$ cat src/include/key_scan_pkg.sv
// Shared constants, register map and carrier types for the key matrix scanner.
// Assumes a 40 MHz system clock and a classic Wishbone register port.
`default_nettype none
package key_scan_pkg;
   // Clock and scan timing
   localparam int unsigned CLK_HZ        = 40_000_000;
   localparam int unsigned CLK_PERIOD_NS = 25;
   localparam int unsigned FRAME_HZ_DEF  = 32;     // LCD frame frequency
   localparam int unsigned DUTY_DEF      = 5;      // Common phases of the duty setting
   localparam int unsigned SCAN_FACTOR   = 2;
   localparam int unsigned KEY_WINDOW_NS = 10_000; // Column drive time per scan cycle
   localparam int unsigned KEY_WINDOW_CYCLES = (KEY_WINDOW_NS + CLK_PERIOD_NS - 1) / CLK_PERIOD_NS;
   localparam int unsigned SCAN_CYCLES_DEF   = CLK_HZ / (FRAME_HZ_DEF * DUTY_DEF * SCAN_FACTOR);

   // Geometry
   localparam int unsigned NUM_COLUMNS = 16;
   localparam int unsigned NUM_ROWS    = 4;

   // Register byte addresses
   localparam logic [7:0] ADDR_CFG_IMM   = 8'h00;
   localparam logic [7:0] ADDR_CFG_NIB   = 8'h04;
   localparam logic [7:0] ADDR_CFG_TABLE = 8'h08;
   localparam logic [7:0] ADDR_ROW_LATCH = 8'h0c;
   localparam logic [7:0] ADDR_WAKE_EN   = 8'h10;
   localparam logic [7:0] ADDR_STATUS    = 8'h14;
   localparam logic [7:0] ADDR_MASK      = 8'h18;

   // Status and mask bit positions
   localparam int unsigned ST_START_BIT = 0;
   localparam int unsigned ST_SCAN_BIT  = 1;
   localparam int unsigned ST_WAKE_BIT  = 5;
   localparam int unsigned ST_WIDTH     = 6;
   localparam logic [ST_WIDTH-1:0] ST_IMPL = 6'h23;

   // Reset values
   localparam logic [7:0] CFG_RESET = 8'h20;   // Scanning disabled

   // Column group modes (bit7, bit5, bit4)
   localparam logic [2:0] GRP_SINGLE = 3'h0;
   localparam logic [2:0] GRP_ALL    = 3'h1;
   localparam logic [2:0] GRP_OFF    = 3'h2;
   localparam logic [2:0] GRP_PAIR   = 3'h7;
   localparam logic [2:0] GRP_QUAD   = 3'h6;

   // Scan configuration byte
   typedef struct packed {
      logic       mode_hi;                 // Bit 7
      logic       wake_every_cycle_select; // Bit 6
      logic [1:0] mode_lo;                 // Bits 5:4
      logic [3:0] sel;                     // Bits 3:0
   } scan_cfg_s;

   // Wishbone request bundle
   typedef struct packed {
      logic        cyc;
      logic        stb;
      logic        we;
      logic [3:0]  sel;
      logic [7:0]  adr;
      logic [31:0] dat;
   } wb_req_s;

   // Column group mode of a configuration
   function automatic logic [2:0] column_group_mode(input scan_cfg_s c);
      return {c.mode_hi, c.mode_lo};
   endfunction : column_group_mode
endpackage : key_scan_pkg
`default_nettype wire

$ cat src/key_matrix_scanner.sv
// Key matrix scanner with a classic Wishbone register port.
// Assumes synchronous row inputs and an LCD segment waveform on seg_lcd_i.
//
// The register addresses and the Wishbone interface to the registers were chosen for this implementation.
`timescale 1ns/1ps
`default_nettype none
// Function
// - The first sixteen segment pins carry the scan columns in a short slot without disturbing the LCD image.
// - The 8-bit scan configuration loads as an immediate byte, as two nibbles, or as a table byte.
// - With bit 6 clear and the wake enable set, a key press raises the wake request and the start flag in the same cycle.
// - With bit 6 set and the wake enable set, every scan cycle end raises the wake request and the start flag in the same cycle.
// - Mode 000 drives only the single column chosen by bits 3 to 0.
// - Mode 001 drives all sixteen columns at once.
// - Mode 010 turns scanning off.
// - Mode 10x drives columns 1-8 or 9-16 by bit 3.
// - Mode 110 drives a group of four columns chosen by bits 3 and 2.
// - Mode 111 drives a pair of columns chosen by bits 3 to 1.
// - Any row going high inside the scan slot sets the wake request, and with the enable set also the start flag and a halt release.
// - At each scan cycle end the four rows are latched for software to read.
// - Clearing with mask bit 5 clears the wake request.
// - The scan rate is frame frequency times duty phases times two.
module key_matrix_scanner
   import key_scan_pkg::*;
#(
   parameter int unsigned FRAME_HZ    = FRAME_HZ_DEF,
   parameter int unsigned DUTY        = DUTY_DEF,
   parameter int unsigned SCAN_CYCLES = CLK_HZ / (FRAME_HZ * DUTY * SCAN_FACTOR),
   parameter int unsigned WINDOW      = KEY_WINDOW_CYCLES
) (
   // Clock and reset
   input  wire logic                   clk_i,
   input  wire logic                   rst_i,
   // Wishbone slave
   input  wire logic                   cyc_i,
   input  wire logic                   stb_i,
   input  wire logic                   we_i,
   input  wire logic [3:0]             sel_i,
   input  wire logic [7:0]             adr_i,
   input  wire logic [31:0]            dat_i,
   output logic                        ack_o,
   output logic [31:0]                 dat_o,
   // Key matrix and LCD segments
   input  wire logic [NUM_ROWS-1:0]    row_i,
   input  wire logic [NUM_COLUMNS-1:0] seg_lcd_i,
   output logic [NUM_COLUMNS-1:0]      column_o,
   // Wake and interrupt
   output logic                        halt_release_o,
   output logic                        irq_o
);
   if (DUTY < 1 || FRAME_HZ < 1 || SCAN_CYCLES < 2) begin : g_bad_rate
      $error("scan timing parameters out of range");
   end

   wb_req_s                  req;
   scan_cfg_s                cfg_reg;
   logic [NUM_ROWS-1:0]      row_latch_reg;
   logic [NUM_ROWS-1:0]      row_prev_reg;
   logic                     key_wake_enable_reg;
   logic [ST_WIDTH-1:0]      status_reg;
   logic [ST_WIDTH-1:0]      mask_reg;
   logic                     ack_reg;
   logic [31:0]              dat_reg;
   logic [NUM_COLUMNS-1:0]   cols_sel;
   logic                     scan_on;
   logic                     window;
   logic                     cycle_end;
   logic                     drive;
   logic                     key_rise;
   logic                     wake_set;
   logic                     start_set;
   logic                     wr_now;
   logic [ST_WIDTH-1:0]      wr_clear;
   logic [ST_WIDTH-1:0]      set_vec;

   assign req = '{cyc: cyc_i, stb: stb_i, we: we_i, sel: sel_i, adr: adr_i, dat: dat_i};

   // Configuration to column set
   column_decode u_decode (
      .cfg_i     (cfg_reg),
      .columns_o (cols_sel),
      .scan_on_o (scan_on)
   );

   // Scan period derived from frame rate and duty
   scan_timer #(
      .PERIOD (SCAN_CYCLES),
      .WINDOW (WINDOW)
   ) u_timer (
      .clk_i       (clk_i),
      .rst_i       (rst_i),
      .window_o    (window),
      .cycle_end_o (cycle_end)
   );

   // Columns borrow the segment pins only inside the scan slot; outside
   // it the LCD waveform passes untouched so the image is kept
   assign drive    = window && scan_on;
   assign column_o = drive ? cols_sel : seg_lcd_i;

   // Register bus handshake: take the request, answer one cycle later
   always_ff @(posedge clk_i) begin
      if (rst_i) begin
         ack_reg <= 1'b0;
      end else begin
         ack_reg <= req.cyc && req.stb && !ack_reg;
      end
   end
   assign ack_o  = ack_reg;
   assign wr_now = ack_reg && req.cyc && req.stb && req.we && req.sel[0];

   // Read data, registered when the request is taken
   always_ff @(posedge clk_i) begin
      if (rst_i) begin
         dat_reg <= '0;
      end else if (req.cyc && req.stb && !ack_reg) begin
         case (req.adr)
            ADDR_CFG_IMM,
            ADDR_CFG_NIB,
            ADDR_CFG_TABLE: dat_reg <= {24'h0, cfg_reg};
            ADDR_ROW_LATCH: dat_reg <= {28'h0, row_latch_reg};
            ADDR_WAKE_EN:   dat_reg <= {31'h0, key_wake_enable_reg};
            ADDR_STATUS:    dat_reg <= {26'h0, status_reg};
            ADDR_MASK:      dat_reg <= {26'h0, mask_reg};
            default:        dat_reg <= '0;
         endcase
      end
   end
   assign dat_o = dat_reg;

   // Scan configuration: three load paths, one byte
   always_ff @(posedge clk_i) begin
      if (rst_i) begin
         cfg_reg <= CFG_RESET;
      end else if (wr_now) begin
         case (req.adr)
            ADDR_CFG_IMM:   cfg_reg <= req.dat[7:0];
            ADDR_CFG_NIB:   cfg_reg <= {req.dat[7:4], req.dat[3:0]};
            ADDR_CFG_TABLE: cfg_reg <= req.dat[7:0];
            default:        cfg_reg <= cfg_reg;
         endcase
      end
   end

   // Wake enable and interrupt mask
   always_ff @(posedge clk_i) begin
      if (rst_i) begin
         key_wake_enable_reg <= 1'b0;
         mask_reg            <= '0;
      end else if (wr_now) begin
         if (req.adr == ADDR_WAKE_EN) begin
            key_wake_enable_reg <= req.dat[0];
         end
         if (req.adr == ADDR_MASK) begin
            mask_reg <= req.dat[ST_WIDTH-1:0] & ST_IMPL;
         end
      end
   end

   // Row edge tracker; cleared outside the slot so a held key counts again
   always_ff @(posedge clk_i) begin
      if (rst_i || !drive) begin
         row_prev_reg <= '0;
      end else begin
         row_prev_reg <= row_i;
      end
   end
   assign key_rise = drive && |(row_i & ~row_prev_reg);

   // Row latch, taken at the end of each scan slot
   always_ff @(posedge clk_i) begin
      if (rst_i) begin
         row_latch_reg <= '0;
      end else if (cycle_end && scan_on) begin
         row_latch_reg <= row_i;
      end
   end

   // Wake events per mode
   assign wake_set  = key_rise ||
                      (cycle_end && scan_on && cfg_reg.wake_every_cycle_select
                       && key_wake_enable_reg);
   assign start_set = wake_set && key_wake_enable_reg;

   // Write one to clear; a set in the same cycle wins
   assign wr_clear = (wr_now && req.adr == ADDR_STATUS) ? req.dat[ST_WIDTH-1:0] : '0;
   always_comb begin
      set_vec = '0;
      set_vec[ST_WAKE_BIT]  = wake_set;
      set_vec[ST_START_BIT] = start_set;
      set_vec[ST_SCAN_BIT]  = cycle_end && scan_on;
   end

   // Sticky status flags
   always_ff @(posedge clk_i) begin
      if (rst_i) begin
         status_reg <= '0;
      end else begin
         status_reg <= ((status_reg & ~wr_clear) | set_vec) & ST_IMPL;
      end
   end

   // Halt release while an enabled wake request stands; interrupt by mask
   assign halt_release_o = status_reg[ST_WAKE_BIT] && key_wake_enable_reg;
   assign irq_o          = |(status_reg & mask_reg);

   // Assertion helpers. Both counters saturate, so a long run with a stopped
   // timer cannot wrap them round into a false match
   localparam int unsigned   PW          = $clog2(SCAN_CYCLES + 1);
   localparam logic [PW-1:0] PERIOD_LAST = PW'(SCAN_CYCLES - 1);
   localparam logic [PW-1:0] SLOT_LAST   = PW'(WINDOW - 1);

   logic [PW-1:0]            since_end_reg;
   logic [PW-1:0]            slot_len_reg;
   logic                     seen_end_reg;

   // Cycles since the last slot end
   always_ff @(posedge clk_i) begin
      if (rst_i || cycle_end) begin
         since_end_reg <= '0;
      end else if (!(&since_end_reg)) begin
         since_end_reg <= since_end_reg + 1'b1;
      end
   end

   // The first slot end after reset has no full period behind it
   always_ff @(posedge clk_i) begin
      if (rst_i) begin
         seen_end_reg <= 1'b0;
      end else if (cycle_end) begin
         seen_end_reg <= 1'b1;
      end
   end

   // Cycles spent inside the current scan slot
   always_ff @(posedge clk_i) begin
      if (rst_i || !window) begin
         slot_len_reg <= '0;
      end else if (!(&slot_len_reg)) begin
         slot_len_reg <= slot_len_reg + 1'b1;
      end
   end
endmodule : key_matrix_scanner
`default_nettype wire

$ cat src/column_decode.sv
// Turns a scan configuration byte into the set of active scan columns.
// Pure combinational; the caller gates the result with the scan window.
`timescale 1ns/1ps
`default_nettype none
module column_decode
   import key_scan_pkg::*;
(
   // Configuration in
   input  wire scan_cfg_s              cfg_i,
   // Column set out
   output logic [NUM_COLUMNS-1:0]      columns_o,
   output logic                        scan_on_o
);
   // Mode decode; bit 4 is ignored when bits 7,5 are 10
   always_comb begin
      columns_o = '0;
      scan_on_o = 1'b1;
      if (cfg_i.mode_hi && !cfg_i.mode_lo[1]) begin
         columns_o = 16'h00ff << {cfg_i.sel[3], 3'h0};
      end else begin
         case (column_group_mode(cfg_i))
            GRP_SINGLE: columns_o = 16'h0001 << cfg_i.sel;
            GRP_ALL:    columns_o = 16'hffff;
            GRP_QUAD:   columns_o = 16'h000f << {cfg_i.sel[3:2], 2'h0};
            GRP_PAIR:   columns_o = 16'h0003 << {cfg_i.sel[3:1], 1'h0};
            default: begin
               columns_o = '0;
               scan_on_o = 1'b0;
            end
         endcase
      end
   end
endmodule : column_decode
`default_nettype wire

$ cat src/scan_timer.sv
// Scan cycle timer: one period per scan cycle, columns driven in a short
// window at its start. Assumes a free running system clock.
`timescale 1ns/1ps
`default_nettype none
module scan_timer #(
   parameter int unsigned PERIOD = 125_000,
   parameter int unsigned WINDOW = 400
) (
   // Clock and reset
   input  wire logic clk_i,
   input  wire logic rst_i,
   // Timing out
   output logic      window_o,
   output logic      cycle_end_o
);
   localparam int unsigned CW = $clog2(PERIOD);
   localparam logic [CW-1:0] LAST     = CW'(PERIOD - 1);
   localparam logic [CW-1:0] WIN_LAST = CW'(WINDOW - 1);

   if (WINDOW < 1 || WINDOW >= PERIOD) begin : g_bad_window
      $error("scan window must be shorter than the scan period");
   end

   logic [CW-1:0] cnt_reg;

   // Period counter, wraps every scan cycle
   always_ff @(posedge clk_i) begin
      if (rst_i || cnt_reg == LAST) begin
         cnt_reg <= '0;
      end else begin
         cnt_reg <= cnt_reg + 1'b1;
      end
   end

   assign window_o    = (cnt_reg <= WIN_LAST);
   assign cycle_end_o = (cnt_reg == WIN_LAST);
endmodule : scan_timer
`default_nettype wire

$ cat config.mk
export PLATFORM = sky130hd
export DESIGN_NAME = key_matrix_scanner
export DESIGN_NICKNAME = d
export VERILOG_FILES = /design/src/include/key_scan_pkg.sv /design/src/key_matrix_scanner.sv /design/src/column_decode.sv /design/src/scan_timer.sv
export SDC_FILE = /design/constraint.sdc
export NUM_CORES = 1
export LEC_CHECK = 0
export BUFFER_PORTS_ARGS = -buffer_cell sky130_fd_sc_hd__buf_2
export CORE_MARGIN = 3
export CORE_UTILIZATION = 38
export DETAILED_ROUTE_END_ITERATION = 12
export SYNTH_ARGS = -nofsm -noshare
export SYNTH_HDL_FRONTEND = slang
export SYNTH_SLANG_ARGS = --single-unit
$ cat constraint.sdc
create_clock -name clk_i -period 4.6 [get_ports clk_i]
set_clock_uncertainty 0.1 [all_clocks]
set_input_delay 0.23 -clock clk_i [delete_from_list [all_inputs] [get_ports clk_i]]
set_output_delay 0.23 -clock clk_i [all_outputs]
set_load 0.005 [all_outputs]
==> key figures <==
Outcome
  • Status: completed

Logic synthesis
  • Cell count after synthesis: 383
  • Syn Std Cell Area: 3060 um^2
  • Synth Warn #: 0
  • Yosys reg bits: 49
  • Most used DFF post-synth: dfxtp_1
  • Post-synthesis sequential area ratio: 0.3205
  • Post-synth EDFFs: 0
  • Post-synth cell types: 52
  • Syn_area_per_cell: 7.991 um^2
  • Post-synth ARST share: 0

Power and ir drop
  • Power share of the clock group: 0.338
  • Switching part of the total: 0.2476
  • Final Total Pwr: 0.7522 mW
  • Switching Power: 0.1862 mW
  • Lkg Pwr: 1.407 nW
  • Pint: 0.5660 mW
  • Cell area power density: 219.2 nW/um^2
  • Peak VDD IR: 0.1344 mV
  • Comb pwr share: 0.092
  • Sequential Power Share: 0.570

Layout
  • Number of flip-flops under the largest register name: 17
  • Area growth from synthesis to layout: 12.14%
  • Layout cell share with drive strength beyond 1: 0.2419
  • Final instance area: 3432 um^2
  • Commonest non-fill, non-tap cell in the layout: buf_2
  • Most frequent cells in the layout: 68 x buf_2, 49 x dfxtp_1, 30 x a21oi_1, 29 x nor2_1, 24 x conb_1
  • Net count, final: 503
  • Antenna diode instance count: 0
  • Fillers: 797
  • Multi-input gate area: 1841 um^2
  • Total area of sequential cells: 980.9 um^2
  • Post-Layout Cell Count: 536
  • End-of-flow core utilization: 0.4418

Timing
  • Worst-margin pin slew: 0.9239 ns
  • Hold Slack: 0.06795 ns
  • F_max: 0.3360 GHz
  • TNS Setup: 0 ns
  • Slew headroom: 0.3840
  • Fin crit share: 0.6470
  • Fin. Hold Viols: 0
  • Post-layout min period: 2.976 ns
  • Fin. max-slew vios: 0
  • Final setup violation count: 0
  • Final WS setup: 1.624 ns
  • RSZ-0062 raised after global routing: false

Place
  • HPWL after DPL: 5.375 mm
  • Port-buffer cells: 68
  • Final Wtd Congestion: 0.7770
  • DP Worst Slack: 1.915 ns
  • Number of placed cells counting well taps: 528
  • Post-DP Area: 3342 um^2

Critical path
  • Worst R2R Setup Slack: 2.37 ns
  • Required time of the critical path: 4.27 ns
  • CP max stage cell: a21oi_2
  • Worst Setup Start Kind: register
  • CP Buf/Inv Count: 1
  • Cell family with most CP delay: compound AO/OA/AOI/OAI gates
  • Worst Setup Path Type: register to output port
  • Worst path max stage delay: 0.75 ns
  • Crit path cell chain: nor3_1 > o2111ai_1 > a21oi_2 > mux2_2 > buf_2
  • Worst EP arrival: 2.65 ns
  • CP endpoint kind: output port
  • Crit-path max FO: 20

Min path
  • HP Class: input port to register

Drt
  • Antenna-violating nets left: 0
  • Initial DRC Count: 116
  • 1st-pass router iterations: 4
  • Routed len/inst: 13.18 um
  • DR DRC count: 0
  • Via density per instance: 5.159
  • Routed WL: 7.065 mm
  • Vias: 2765

Global routing
  • Gr ovfl total: 0
  • GRT met2 Usage: 0.2357
  • Initial antenna violation count: 0
  • First-pass GRT wire length: 11.63 mm
  • Vias in the first global route: 2508
  • GRT Util Overall: 0.1554
  • Largest net degree at the start of global routing: 38
  • Met3 usage: 0.03049
  • GRT Max-Usage Layer: met2
  • Met1 Usage GRT: 0.2305

Floorplanning
  • Row count: 32
  • Core footprint: 7767 um^2
  • Die ar.: 9166 um^2
  • I/O pins: 120
  • Die height: 95.74 um
  • Die W: 95.74 um
  • Initial Util: 0.3940

Job
  • Max-cap violation count: 0

Clocking
  • Post-CTS sizing: 0
  • Clk sinks: 49
  • Setup bufs post-CTS: 0
  • CTS buffer count: 5
  • CTS Hold Buffers Added: 0
  • CTS tree: built
  • Max clock buf depth: 2
  • H-tree depth: 2
  • Worst-path clk slew: 0.10 ns
  • CTS Root Cell: clkbuf_8
  • Insertion delay to the later sink of the worst-skew pair: 0.30 ns
per-layer routing:
| layer | up-vias | wire [um] | share of wire |
|---|---|---|---|
| met5 | - | 0 | 0 |
| met4 | 0 | 25 | 0.0035 |
| met3 | 2 | 524 | 0.074 |
| met2 | 93 | 3040 | 0.43 |
| met1 | 1236 | 3475 | 0.49 |
| li1 | 1434 | - | - |
cell families (layout without fill, tap and decap cells):
kind of cell               count (synthesis)  count (layout)  synth area share
AOI/OAI and AO/OA                         93              93            0.1930
xor gates and xnor gates                  11              11           0.03148
adders and majority gates                  1               1          0.004088
buffers and inverters                     62              90            0.1075
DFF                                       49              49            0.3205
muxes                                     24              24           0.08627
other                                      1              24          0.001225
and+or+nand+nor                          142             142            0.2559
synthesized netlist by cell type, types with 6 or more instances:
cell type	number	area [um^2]
dfxtp_1	49	980.9
nor2_1	29	108.9
nor2b_1	8	50.05
a21oi_1	31	155.2
mux2_2	19	214.0
nand2b_1	13	81.33
nand4_1	7	43.79
nand2_1	17	63.81
nor3_1	8	40.04
buf_4	24	180.2
xnor2_1	10	87.58
nand3_1	23	115.1
a211o_1	11	96.34
clkbuf_1	19	71.32
nor4_1	6	37.54
inv_1	14	52.55
o21ai_0	23	115.1
power by group through the flow:
stage	sequential (mW)	clock (mW)	combinational (mW)
2_1_floorplan	0.439	0	0.0518
3_3_place_gp	0.439	0	0.0681
3_5_place_dp	0.439	0	0.0685
4_1_cts	0.429	0.264	0.0688
5_1_grt	0.430	0.281	0.0788
6_report	0.429	0.254	0.0691
worst paths after layout:
path / from / end / cells after the start
worst max-delay path: u_timer.cnt_reg[9] / column_o[6] / 5
worst min-delay path: dat_i[4] / cfg_reg[4] / 3
worst max register to register: u_timer.cnt_reg[9] / row_prev_reg[1] / 4
worst min register to register: dat_o[0] / dat_o[0] / 2
worst min-delay path: cells and delay by family:
family	cells	cell delay (ns)
compound gates	1	0.06
simple gates	1	0.05
buf+inv	1	0.09
layout make-up:
| cell class | count | area share |
|---|---|---|
| multi-input combinational | 295 | 0.5363 |
| sequential | 49 | 0.2858 |
| timing repair buffer | 68 | 0.09916 |
| tap | 102 | 0.03719 |
| clock buffer | 5 | 0.02005 |
| inverter | 14 | 0.01531 |
| clock inverter | 3 | 0.006198 |
Note: power is estimated with default switching activity, not from simulation.
